$ cat src/hdl/can_tx_pkg.sv
// shared constants and types of the transmit request and cancel block
package can_tx_pkg;

	// ==========================================================
	// widths
	localparam int unsigned DATA_W = 32;
	localparam int unsigned MBOX_W = 5;
	localparam int unsigned ADDR_W = 8;
	localparam int unsigned IRQ_W = 3;

	// ==========================================================
	// register byte offsets
	localparam logic [7:0] ADDR_TX_REQUEST = 8'h00;
	localparam logic [7:0] ADDR_TX_CANCEL = 8'h04;
	localparam logic [7:0] ADDR_SENT_ACK = 8'h08;
	localparam logic [7:0] ADDR_ABORT_ACK = 8'h0c;
	localparam logic [7:0] ADDR_TX_CONFIG = 8'h10;
	localparam logic [7:0] ADDR_NO_RETX = 8'h14;
	localparam logic [7:0] ADDR_IRQ_STATUS = 8'h18;
	localparam logic [7:0] ADDR_IRQ_MASK = 8'h1c;

	// ==========================================================
	// fields and reset values
	localparam logic [31:0] MBOX_VALID_MASK = 32'hffff_fffe;
	localparam logic [31:0] REG_RESET = 32'h0000_0000;
	localparam logic [31:0] UNMAPPED_READ = 32'h0000_0000;
	localparam logic [31:0] ONE_HOT_BASE = 32'h0000_0001;
	localparam logic [2:0] IRQ_RESET = 3'h0;
	localparam int unsigned IRQ_SENT_BIT = 0;
	localparam int unsigned IRQ_ABORT_BIT = 1;
	localparam int unsigned IRQ_DROP_BIT = 2;
	localparam logic [4:0] MBOX_NONE = 5'h00;

	// ==========================================================
	// types
	typedef struct packed {
		logic valid;
		logic [4:0] mbox;
	} tx_event_t;

	typedef enum logic [0:0] {
		bus_idle,
		bus_ack
	} bus_state_t;

endpackage

$ cat src/hdl/tx_mailbox_picker.sv
// picks the lowest numbered mailbox that may start next
`timescale 1ns/10ps
`default_nettype none
module tx_mailbox_picker (
	// clock, reset, enable
	input wire logic clk_i,
	input wire logic rst_i,
	input wire logic ce_i,
	// candidates
	input wire logic [31:0] eligible_i,
	// choice
	output logic valid_o,
	output logic [4:0] mbox_o
);

	// ==========================================================
	// priority search
	logic next_valid;
	logic [4:0] next_mbox;

	always_comb begin
		next_valid = 1'b0;
		next_mbox = can_tx_pkg::MBOX_NONE;
		for (int i = 31; i >= 1; i--) begin
			if (eligible_i[i]) begin
				next_valid = 1'b1;
				next_mbox = i[4:0];
			end
		end
	end

	// ==========================================================
	// registered choice
	always_ff @(posedge clk_i) begin
		if (rst_i) begin
			valid_o <= 1'b0;
			mbox_o <= can_tx_pkg::MBOX_NONE;
		end else if (ce_i) begin
			valid_o <= next_valid;
			mbox_o <= next_mbox;
		end
	end

endmodule
`default_nettype wire

$ cat src/hdl/can_tx_request_cancel.sv
// transmit request and cancel control for 31 transmit mailboxes
//
// The Wishbone interface to the registers and the register addresses are this design's own decisions.
`timescale 1ns/10ps
`default_nettype none
module can_tx_request_cancel (
	// clock, reset, enable
	input wire logic clk_i,
	input wire logic rst_i,
	input wire logic ce_i,
	// wishbone slave
	input wire logic cyc_i,
	input wire logic stb_i,
	input wire logic we_i,
	input wire logic [3:0] sel_i,
	input wire logic [7:0] adr_i,
	input wire logic [31:0] dat_i,
	output logic [31:0] dat_o,
	output logic ack_o,
	// frame engine events
	input wire can_tx_pkg::tx_event_t start_i,
	input wire can_tx_pkg::tx_event_t done_i,
	input wire can_tx_pkg::tx_event_t fail_i,
	// to frame engine
	output logic [31:0] tx_request_o,
	output logic [31:0] tx_cancel_o,
	output logic [31:0] no_auto_retransmit_o,
	output logic next_valid_o,
	output logic [4:0] next_mbox_o,
	// interrupt
	output logic irq_o
);

	// ==========================================================
	// decoding helpers
	function automatic logic [31:0] byte_mask(input logic [3:0] sel);
		byte_mask = {{8{sel[3]}}, {8{sel[2]}}, {8{sel[1]}}, {8{sel[0]}}};
	endfunction

	function automatic logic [31:0] one_hot(input can_tx_pkg::tx_event_t ev);
		if (ev.valid)
			one_hot = (can_tx_pkg::ONE_HOT_BASE << ev.mbox) & can_tx_pkg::MBOX_VALID_MASK;
		else
			one_hot = can_tx_pkg::REG_RESET;
	endfunction

	// ==========================================================
	// state
	can_tx_pkg::bus_state_t state;
	logic [31:0] tx_request;
	logic [31:0] tx_cancel;
	logic [31:0] in_flight;
	logic [31:0] sent_ack_flags;
	logic [31:0] abort_ack_flags;
	logic [31:0] tx_config;
	logic [31:0] no_auto_retransmit;
	logic [2:0] irq_status;
	logic [2:0] irq_mask;

	// ==========================================================
	// bus decode
	logic wr;
	logic wr_req;
	logic wr_can;
	logic wr_sent;
	logic wr_abort;
	logic wr_cfg;
	logic wr_noretx;
	logic wr_istat;
	logic wr_imask;
	logic [31:0] wdat;

	// write lands at the edge where the master samples ack
	assign wr = (state == can_tx_pkg::bus_ack) && cyc_i && stb_i && we_i;
	assign wdat = dat_i & byte_mask(sel_i);
	assign wr_req = wr && (adr_i == can_tx_pkg::ADDR_TX_REQUEST);
	assign wr_can = wr && (adr_i == can_tx_pkg::ADDR_TX_CANCEL);
	assign wr_sent = wr && (adr_i == can_tx_pkg::ADDR_SENT_ACK);
	assign wr_abort = wr && (adr_i == can_tx_pkg::ADDR_ABORT_ACK);
	assign wr_cfg = wr && (adr_i == can_tx_pkg::ADDR_TX_CONFIG);
	assign wr_noretx = wr && (adr_i == can_tx_pkg::ADDR_NO_RETX);
	assign wr_istat = wr && (adr_i == can_tx_pkg::ADDR_IRQ_STATUS);
	assign wr_imask = wr && (adr_i == can_tx_pkg::ADDR_IRQ_MASK);

	// ==========================================================
	// mailbox events
	logic [31:0] start_v;
	logic [31:0] done_v;
	logic [31:0] fail_v;
	logic [31:0] drop_v;
	logic [31:0] abort_v;
	logic [31:0] req_set;
	logic [31:0] can_set;
	logic [31:0] req_clr;
	logic [31:0] next_request;
	logic [31:0] next_cancel;
	logic [31:0] next_in_flight;

	assign start_v = one_hot(start_i);
	assign done_v = one_hot(done_i);
	assign fail_v = one_hot(fail_i);
	// failed try ends only without retry
	assign drop_v = fail_v & no_auto_retransmit;
	assign abort_v = tx_cancel & tx_request & ~in_flight;
	assign req_set = wr_req ? (wdat & tx_config & can_tx_pkg::MBOX_VALID_MASK) : can_tx_pkg::REG_RESET;
	assign can_set = wr_can ? (wdat & tx_config & can_tx_pkg::MBOX_VALID_MASK) : can_tx_pkg::REG_RESET;
	assign req_clr = done_v | drop_v | abort_v;
	assign next_request = ((tx_request & ~req_clr) | req_set) & can_tx_pkg::MBOX_VALID_MASK;
	assign next_cancel = (tx_cancel | can_set) & tx_request & ~req_clr;
	assign next_in_flight = (in_flight | start_v) & ~(done_v | fail_v) & can_tx_pkg::MBOX_VALID_MASK;

	// ==========================================================
	// wishbone handshake
	always_ff @(posedge clk_i) begin
		if (rst_i) begin
			state <= can_tx_pkg::bus_idle;
			ack_o <= 1'b0;
		end else if (ce_i) begin
			case (state)
				can_tx_pkg::bus_idle: begin
					if (cyc_i && stb_i) begin
						state <= can_tx_pkg::bus_ack;
						ack_o <= 1'b1;
					end
				end
				can_tx_pkg::bus_ack: begin
					state <= can_tx_pkg::bus_idle;
					ack_o <= 1'b0;
				end
				default: begin
					state <= can_tx_pkg::bus_idle;
					ack_o <= 1'b0;
				end
			endcase
		end
	end

	// ==========================================================
	// read data, captured with ack
	always_ff @(posedge clk_i) begin
		if (rst_i) begin
			dat_o <= can_tx_pkg::REG_RESET;
		end else if (ce_i && state == can_tx_pkg::bus_idle && cyc_i && stb_i) begin
			case (adr_i)
				can_tx_pkg::ADDR_TX_REQUEST: dat_o <= tx_request;
				can_tx_pkg::ADDR_TX_CANCEL: dat_o <= tx_cancel;
				can_tx_pkg::ADDR_SENT_ACK: dat_o <= sent_ack_flags;
				can_tx_pkg::ADDR_ABORT_ACK: dat_o <= abort_ack_flags;
				can_tx_pkg::ADDR_TX_CONFIG: dat_o <= tx_config;
				can_tx_pkg::ADDR_NO_RETX: dat_o <= no_auto_retransmit;
				can_tx_pkg::ADDR_IRQ_STATUS: dat_o <= {29'h0000_0000, irq_status};
				can_tx_pkg::ADDR_IRQ_MASK: dat_o <= {29'h0000_0000, irq_mask};
				default: dat_o <= can_tx_pkg::UNMAPPED_READ;
			endcase
		end
	end

	// ==========================================================
	// request, cancel, in-flight tracking
	always_ff @(posedge clk_i) begin
		if (rst_i) begin
			tx_request <= can_tx_pkg::REG_RESET;
			tx_cancel <= can_tx_pkg::REG_RESET;
			in_flight <= can_tx_pkg::REG_RESET;
		end else if (ce_i) begin
			tx_request <= next_request;
			tx_cancel <= next_cancel;
			in_flight <= next_in_flight;
		end
	end

	// ==========================================================
	// acknowledge flags, set wins over clear
	always_ff @(posedge clk_i) begin
		if (rst_i) begin
			sent_ack_flags <= can_tx_pkg::REG_RESET;
			abort_ack_flags <= can_tx_pkg::REG_RESET;
		end else if (ce_i) begin
			sent_ack_flags <= ((sent_ack_flags & ~(wr_sent ? wdat : can_tx_pkg::REG_RESET)) | done_v)
				& can_tx_pkg::MBOX_VALID_MASK;
			abort_ack_flags <= ((abort_ack_flags & ~(wr_abort ? wdat : can_tx_pkg::REG_RESET)) | abort_v)
				& can_tx_pkg::MBOX_VALID_MASK;
		end
	end

	// ==========================================================
	// configuration
	always_ff @(posedge clk_i) begin
		if (rst_i) begin
			tx_config <= can_tx_pkg::REG_RESET;
			no_auto_retransmit <= can_tx_pkg::REG_RESET;
		end else if (ce_i) begin
			if (wr_cfg)
				tx_config <= ((tx_config & ~byte_mask(sel_i)) | wdat) & can_tx_pkg::MBOX_VALID_MASK;
			if (wr_noretx)
				no_auto_retransmit <= ((no_auto_retransmit & ~byte_mask(sel_i)) | wdat)
					& can_tx_pkg::MBOX_VALID_MASK;
		end
	end

	// ==========================================================
	// interrupt status, mask, output
	logic [2:0] irq_set;

	assign irq_set = {|drop_v, |abort_v, |done_v};

	always_ff @(posedge clk_i) begin
		if (rst_i) begin
			irq_status <= can_tx_pkg::IRQ_RESET;
			irq_mask <= can_tx_pkg::IRQ_RESET;
			irq_o <= 1'b0;
		end else if (ce_i) begin
			irq_status <= (irq_status & ~(wr_istat ? wdat[2:0] : can_tx_pkg::IRQ_RESET)) | irq_set;
			if (wr_imask)
				irq_mask <= (irq_mask & ~{3{sel_i[0]}}) | wdat[2:0];
			irq_o <= |(irq_status & irq_mask);
		end
	end

	// ==========================================================
	// outputs to the frame engine
	always_ff @(posedge clk_i) begin
		if (rst_i) begin
			tx_request_o <= can_tx_pkg::REG_RESET;
			tx_cancel_o <= can_tx_pkg::REG_RESET;
			no_auto_retransmit_o <= can_tx_pkg::REG_RESET;
		end else if (ce_i) begin
			tx_request_o <= next_request;
			tx_cancel_o <= next_cancel;
			no_auto_retransmit_o <= no_auto_retransmit;
		end
	end

	tx_mailbox_picker picker (
		.clk_i(clk_i),
		.rst_i(rst_i),
		.ce_i(ce_i),
		.eligible_i(tx_request & ~tx_cancel & ~in_flight),
		.valid_o(next_valid_o),
		.mbox_o(next_mbox_o)
	);
endmodule
`default_nettype wire

$ cat config.mk
export PLATFORM = sky130hd
export DESIGN_NAME = can_tx_request_cancel
export DESIGN_NICKNAME = d
export VERILOG_FILES = /design/src/hdl/can_tx_pkg.sv /design/src/hdl/tx_mailbox_picker.sv /design/src/hdl/can_tx_request_cancel.sv
export SDC_FILE = /design/constraint.sdc
export NUM_CORES = 1
export LEC_CHECK = 0
export ABC_CLOCK_PERIOD_IN_PS = 5800
export BUFFER_PORTS_ARGS = -buffer_cell sky130_fd_sc_hd__buf_4
export CORE_MARGIN = 1
export CORE_UTILIZATION = 35
export DETAILED_ROUTE_END_ITERATION = 16
export SLEW_MARGIN = 20
export SYNTH_ARGS = -nofsm -noshare
export SYNTH_HDL_FRONTEND = slang
export SYNTH_SLANG_ARGS = --single-unit
$ cat constraint.sdc
create_clock -name clk_i -period 5.8 [get_ports clk_i]
set_input_delay 0.29 -clock clk_i [delete_from_list [all_inputs] [get_ports clk_i]]
set_output_delay 0.29 -clock clk_i [all_outputs]
set_load 0.005 [all_outputs]
# Word level (Yosys, flattened, before mapping)
# Cells that the tools add are included.
[totals]
reg_bits = 296
latch_bits = 0
mem_bits_rw = 0
romBits = 0
inputBits = 68
output_inout_bits = 136
word_cells = 166
n_memories = 0
[op_classes]
add_sub_neg = 0
multipliers = 0
div_mod_pow = 0
order_cmp = 0
n_eq_ne = 8
shifts = 3
n_mux = 75
n_bitwise = 40
n_reduce_logical = 24
[ops]
columns = ["operator", "n"]
rows = [
  ["$and A32 B32 Y32", 15],
  ["$or A32 B32 Y32", 10],
  ["$pmux W32 S8", 1],
  ["$mux W32", 7],
  ["$not A32 Y32", 7],
  ["$mux W5", 31],
  ["$reduce_or A32 Y1", 3],
  ["$shl A1 B5 Y32 const A", 3],
  ["$mux W1", 33],
  ["$eq A8 B5 Y1 const B", 4],
  ["$eq A8 B4 Y1 const B", 2],
  ["$logic_and A1 B1 Y1", 15],
  ["$and A3 B3 Y3", 3],
  ["$eq A8 B3 Y1 const B", 1],
  ["$logic_not A8 Y1", 1],
  ["$reduce_and A2 Y1", 4],
  ["$not A3 Y3", 2],
  ["$or A3 B3 Y3", 2],
  ["$pmux W1 S2", 2],
  ["$mux W3", 1],
  ["$reduce_or A3 Y1", 1],
  ["$ne A2 B2 Y1 const B", 1],
  ["$not A1 Y1", 1],
]

# Longest topological paths before layout
[logic_depth]
ltp_word = 34
ltp_mapped = 9

# Modules after synthesis
# A second synthesis with hierarchy kept.
[hier_totals]
hier_cells = 1684
area_unflattened_um2 = 14554.0
[by_module_without_submodules]
columns = ["module", "n_inst", "cells_each", "area_each_um2", "seq_area_each_um2"]
rows = [
  ["can_tx_request_cancel", 1, 1597, 13927.1, 5785.5],
  ["tx_mailbox_picker", 1, 87, 626.9, 120.1],
]

# Worst setup path before layout
# Ideal clock, no wire load.
[synth_timing]
path_type = "in2reg"
startpoint = "in adr_i[1]"
endpoint = "reg sent_ack_flags[10]"
setup_ns = 0.132
arrival_time_ns = 2.254
t_required_ns = 5.668
setup_slack_ns = 3.414
path_stages = 8
path_buffers = 3
path_cell_list = "or4_1 -> buf_2 -> or3b_1 -> or4_1 -> buf_2 -> buf_2 -> o21ai_1 -> a21oi_1"
[synth_between]
elab_chain_len = 6
[synth_rtl]
columns = ["item", "line_no", "text"]
rows = [
  ["start, declared", "can_tx_request_cancel.sv:16", "input wire logic [7:0] adr_i,"],
  ["$eq A8 B4 Y1", "can_tx_request_cancel.sv:78", "assign wr_sent = wr && (adr_i == can_tx_pkg::ADDR_SENT_ACK);"],
  ["$logic_and A1 B1 Y1", "can_tx_request_cancel.sv:78", ""],
  ["$mux W32", "can_tx_request_cancel.sv:179", "sent_ack_flags <= ((sent_ack_flags & ~(wr_sent ? wdat : can_tx_pkg::REG_RESET)) | done_v)"],
  ["$not A32 Y32", "can_tx_request_cancel.sv:179", ""],
  ["$and A32 B32 Y32", "can_tx_request_cancel.sv:179", ""],
  ["$or A32 B32 Y32", "can_tx_request_cancel.sv:179", ""],
  ["end signal, assigned", "can_tx_request_cancel.sv:176", "sent_ack_flags <= can_tx_pkg::REG_RESET;"],
  ["end signal, assigned", "can_tx_request_cancel.sv:179", ""],
  ["end, declared", "can_tx_request_cancel.sv:53", "logic [31:0] sent_ack_flags;"],
]
# No other way between the ends.
# A chain may end at the register's enable or synchronous reset.

# Worst setup path after layout
[layout_timing]
startpoint = "in adr_i[1]"
endpoint = "reg tx_request_o[14]"
[layout_between]
elab_chain_len = 4
[layout_rtl]
columns = ["item", "line_no", "text"]
rows = [
  ["$logic_not A8 Y1", "can_tx_request_cancel.sv:76", "assign wr_req = wr && (adr_i == can_tx_pkg::ADDR_TX_REQUEST);"],
  ["$logic_and A1 B1 Y1", "can_tx_request_cancel.sv:76", ""],
  ["$mux W32", "can_tx_request_cancel.sv:105", "assign req_set = wr_req ? (wdat & tx_config & can_tx_pkg::MBOX_VALID_MASK) : can_tx_pkg::REG_RESET;"],
  ["$or A32 B32 Y32", "can_tx_request_cancel.sv:108", "assign next_request = ((tx_request & ~req_clr) | req_set) & can_tx_pkg::MBOX_VALID_MASK;"],
  ["end signal, assigned", "can_tx_request_cancel.sv:224", "tx_request_o <= can_tx_pkg::REG_RESET;"],
  ["end signal, assigned", "can_tx_request_cancel.sv:228", "tx_request_o <= next_request;"],
  ["end, declared", "can_tx_request_cancel.sv:25", "output logic [31:0] tx_request_o,"],
]
# No other way between the ends.

==> impl_metrics.py <==
metrics = {
    "power_and_ir_drop": {
        "p_total_w": 0.004668,
        "power_density_nw_per_um2": 266.8,
        "ir_drop_mv": 0.1771,
        "leakage_nw": 6.198,
    },
    "grt": {
        "grt_pass1_vias": 14140,
        "grt_usage_pct": 29.10,
        "grt.overflow.total": 0,
        "grt_pass1_wl_um": 91610,
        "grt_antenna_before_repair": 2,
        "grt_max_degree": 106,
    },
    "setup_path": {
        "crit_slowest_cell": "nor4_4",
        "startpoint": "adr_i[1]",
        "crit_top_cell": "buf_4",
        "critical_path_class": "input port to flip-flop",
        "crit_required_ns": 6.27,
        "critPathMaxFanout": 14,
        "crit_buf_inv": 2,
        "path_cells": "buf_4 -> or4_1 -> or3_1 -> nor4_4 -> buf_4 -> nand4_1 -> a31oi_1",
        "endpoint_kind": "flip-flop",
        "regToRegStartpoint": "tx_cancel_o[31]",
        "critPathTopFamily": "simple AND/OR/NAND/NOR gates",
        "cpPeakStageDelay_ns": 1.00,
        "cp-start-kind": "input port",
        "crit_arrival_ns": 3.59,
    },
    "layout": {
        "final_nets": 1993,
        "syn_to_final_growth_pct": 21.07,
        "post_route_cells_drive_above_1_share_pct": 17.40,
        "fillers": 4132,
        "fin_area_um2": 17490,
    },
    "synth": {
        "ys_ff_latch": 295,
        "synth_enable_flop_cells": 0,
        "async_flop_share_pct": 0,
        "syn_area_per_cell_um2": 8.072,
        "synth_ff_type": "dfxtp_1",
        "syn_area_um2": 14450,
        "synthCells": 1790,
        "yosysSeqAreaShare_pct": 40.87,
        "ys.warnings.count": 0,
        "synth_cell_types": 64,
    },
    "sta": {
        "rsz0062_at_grt": "false",
        "min_period_ns": 3.117,
        "timing.hold.ws_ns": 0.02108,
        "max_freq_ghz": 0.3208,
        "finalSetupViolations": 0,
        "setup_tns_ns": 0,
        "report.final.slew_viol_count": 0,
        "tightest_slew_ns": 1.200,
        "max_slew_margin_pct": 19.81,
        "period_share_pct": 53.74,
        "setup_slack_ns": 2.683,
        "finalHoldViolCount": 0,
        "finClkSkew_ns": 0.02147,
    },
    "outcome": {
        "status": "completed",
    },
    "route": {
        "routed_wl_um": 62530,
        "drt_iter0_markers": 1766,
        "vias_per_cell": 6.145,
        "drc": 0,
        "antenna_left": 0,
        "vias": 15250,
        "first_pass_iters": 8,
        "wl_per_cell_um": 25.20,
    },
    "worst_hold_path": {
        "hp-start": "dat_i[7]",
        "hp-class": "input port to flip-flop",
    },
    "placed_design": {
        "dp_hpwl_um": 44000,
        "place.gp.congestion": 0.9767,
        "place_ws_ns": 2.197,
        "postPlaceCellArea_um2": 16280,
        "portBuffers": 200,
    },
    "clock_network": {
        "hold_buffers": 1,
        "cts_resized": 0,
        "worstSkewPairLatency_ns": 0.55,
        "cts.sinks": 295,
        "cts_tree": "yes",
        "clk_path_buf_depth": 3,
        "cts_root_buf": "clkbuf_16",
        "cts_made_buffers": 35,
        "cts_setup_buffers": 0,
        "cts_max_level": 2,
        "path_clk_slew_ns": 0.06,
    },
    "floorplanning": {
        "core_area_um2": 40740,
        "die_area_um2": 42100,
        "fp.dieH_um": 205.2,
        "io_pins": 204,
        "die_w_um": 205.2,
        "initial_core_util_pct": 35.47,
        "rows": 74,
    },
    "job": {
        "cap_violations": 0,
    },
}
cells in the mapped netlist (all sizes together) (4+ instances only):
library cell	count	area (um^2)
or4	4	30.03
o2bb2ai	5	43.79
a31oi	38	237.7
mux4	12	270.3
nor4	14	102.6
nand2	214	803.3
nor3b	37	277.8
nand3	64	320.3
a21oi	197	986.0
a211oi	19	142.6
inv	24	90.09
nand4	55	344.1
clkbuf	91	341.6
o2111ai	4	35.03
and3	5	31.28
dfxtp	295	5906
a211o	5	43.79
a221oi	24	210.2
o21ai	115	575.6
buf	37	214.0
a21o	14	105.1
a22oi	25	187.7
nand3b	27	202.7
and3b	9	78.83
o221ai	6	52.55
nand2b	9	56.30
or2	22	137.6
o22ai	4	25.02
a22o	11	96.34
a41oi	23	201.4
and2	9	56.30
mux2	7	78.83
o211ai	6	45.04
mux2i	73	730.7
or3	10	62.56
o21a	4	30.03
nor2	185	694.4
nor3	49	284.0
or3b	8	70.07
nor2b	6	37.54
tightest hold or removal path, stage by stage:
cell and delay, ns:
buf_4 0.11, mux2i_1 0.06, nor2_1 0.07
report_power, final:
part / total, W / internal (W) / switching, W
clock network: 0.00234 / 0.00142 / 0.000914
registers: 0.00204 / 0.00203 / 0.00000604
logic: 0.000291 / 0.0000793 / 0.000211
cell type report:
class	instances	area, um^2	area share [%]
flip-flops and latches	295	5906	33.76
multi-input cells	1345	7938	45.38
clock buffers	46	1030	5.887
clock inverters	14	173.9	0.9942
repair buffers	224	1688	9.649
inverters	24	90.09	0.5150
diodes	1	2.502	0.01431
well taps	532	665.6	3.805
cell usage in the layout, fill, tap and decap left out, types with 10 or more instances in the layout:
master / synthesis / routed
mux4_2: 12 / 12
a21oi_1: 197 / 197
nor2_1: 185 / 184
dfxtp_1: 295 / 295
nor3b_1: 37 / 37
a221oi_1: 24 / 24
mux2i_1: 73 / 73
nand4_1: 55 / 55
buf_4: 5 / 222
nand3b_1: 27 / 27
inv_1: 24 / 23
nand3_1: 64 / 64
o21ai_1: 11 / 11
or3_1: 10 / 10
a211oi_1: 19 / 19
nor3_1: 45 / 44
o21ai_0: 104 / 104
a22oi_1: 25 / 25
clkbuf_16: 0 / 37
a31oi_1: 38 / 38
or2_2: 22 / 22
a22o_1: 11 / 11
a41oi_1: 23 / 23
nor4_1: 13 / 11
a21o_1: 14 / 14
nand2_1: 214 / 214
worst paths after layout:
path / cells past startpoint / end / slack, ns
worst max-delay path: 7 / tx_request_o[14] / 2.68
worst min-delay path: 3 / flip-flop / 0.02
worst max register to register: 6 / irq_status[1] / 3.20
worst min register to register: 1 / dat_o[3] / 0.46
metal layers:
metal,wire [um],track usage [%],up-vias
met3,5468,4.625,136
met1,26240,39.54,7456
met4,2623,12.88,0
met2,28200,45.33,804
met5,0,0,-
li1,-,-,6849
through the flow:
step / utilization (%) / cells
final: 42.94 / 2481
after global routing: 42.94 / 2481
after CTS: 42.93 / 2480
after detailed placement: 39.95 / 2419
after global placement: 39.95 / 2419
after floorplan: - / 1792
kinds of logic (layout without fill, tap and decap cells):
logic type	Yosys count	in the layout	synth area share, %
compound gates	522	522	22.25
simple gates	728	728	24.90
mux	92	92	7.473
flops	295	295	40.87
buf+inv	152	308	4.468
other cells	1	4	0.02595
No activity file was read; power rests on OpenSTA's default activity.
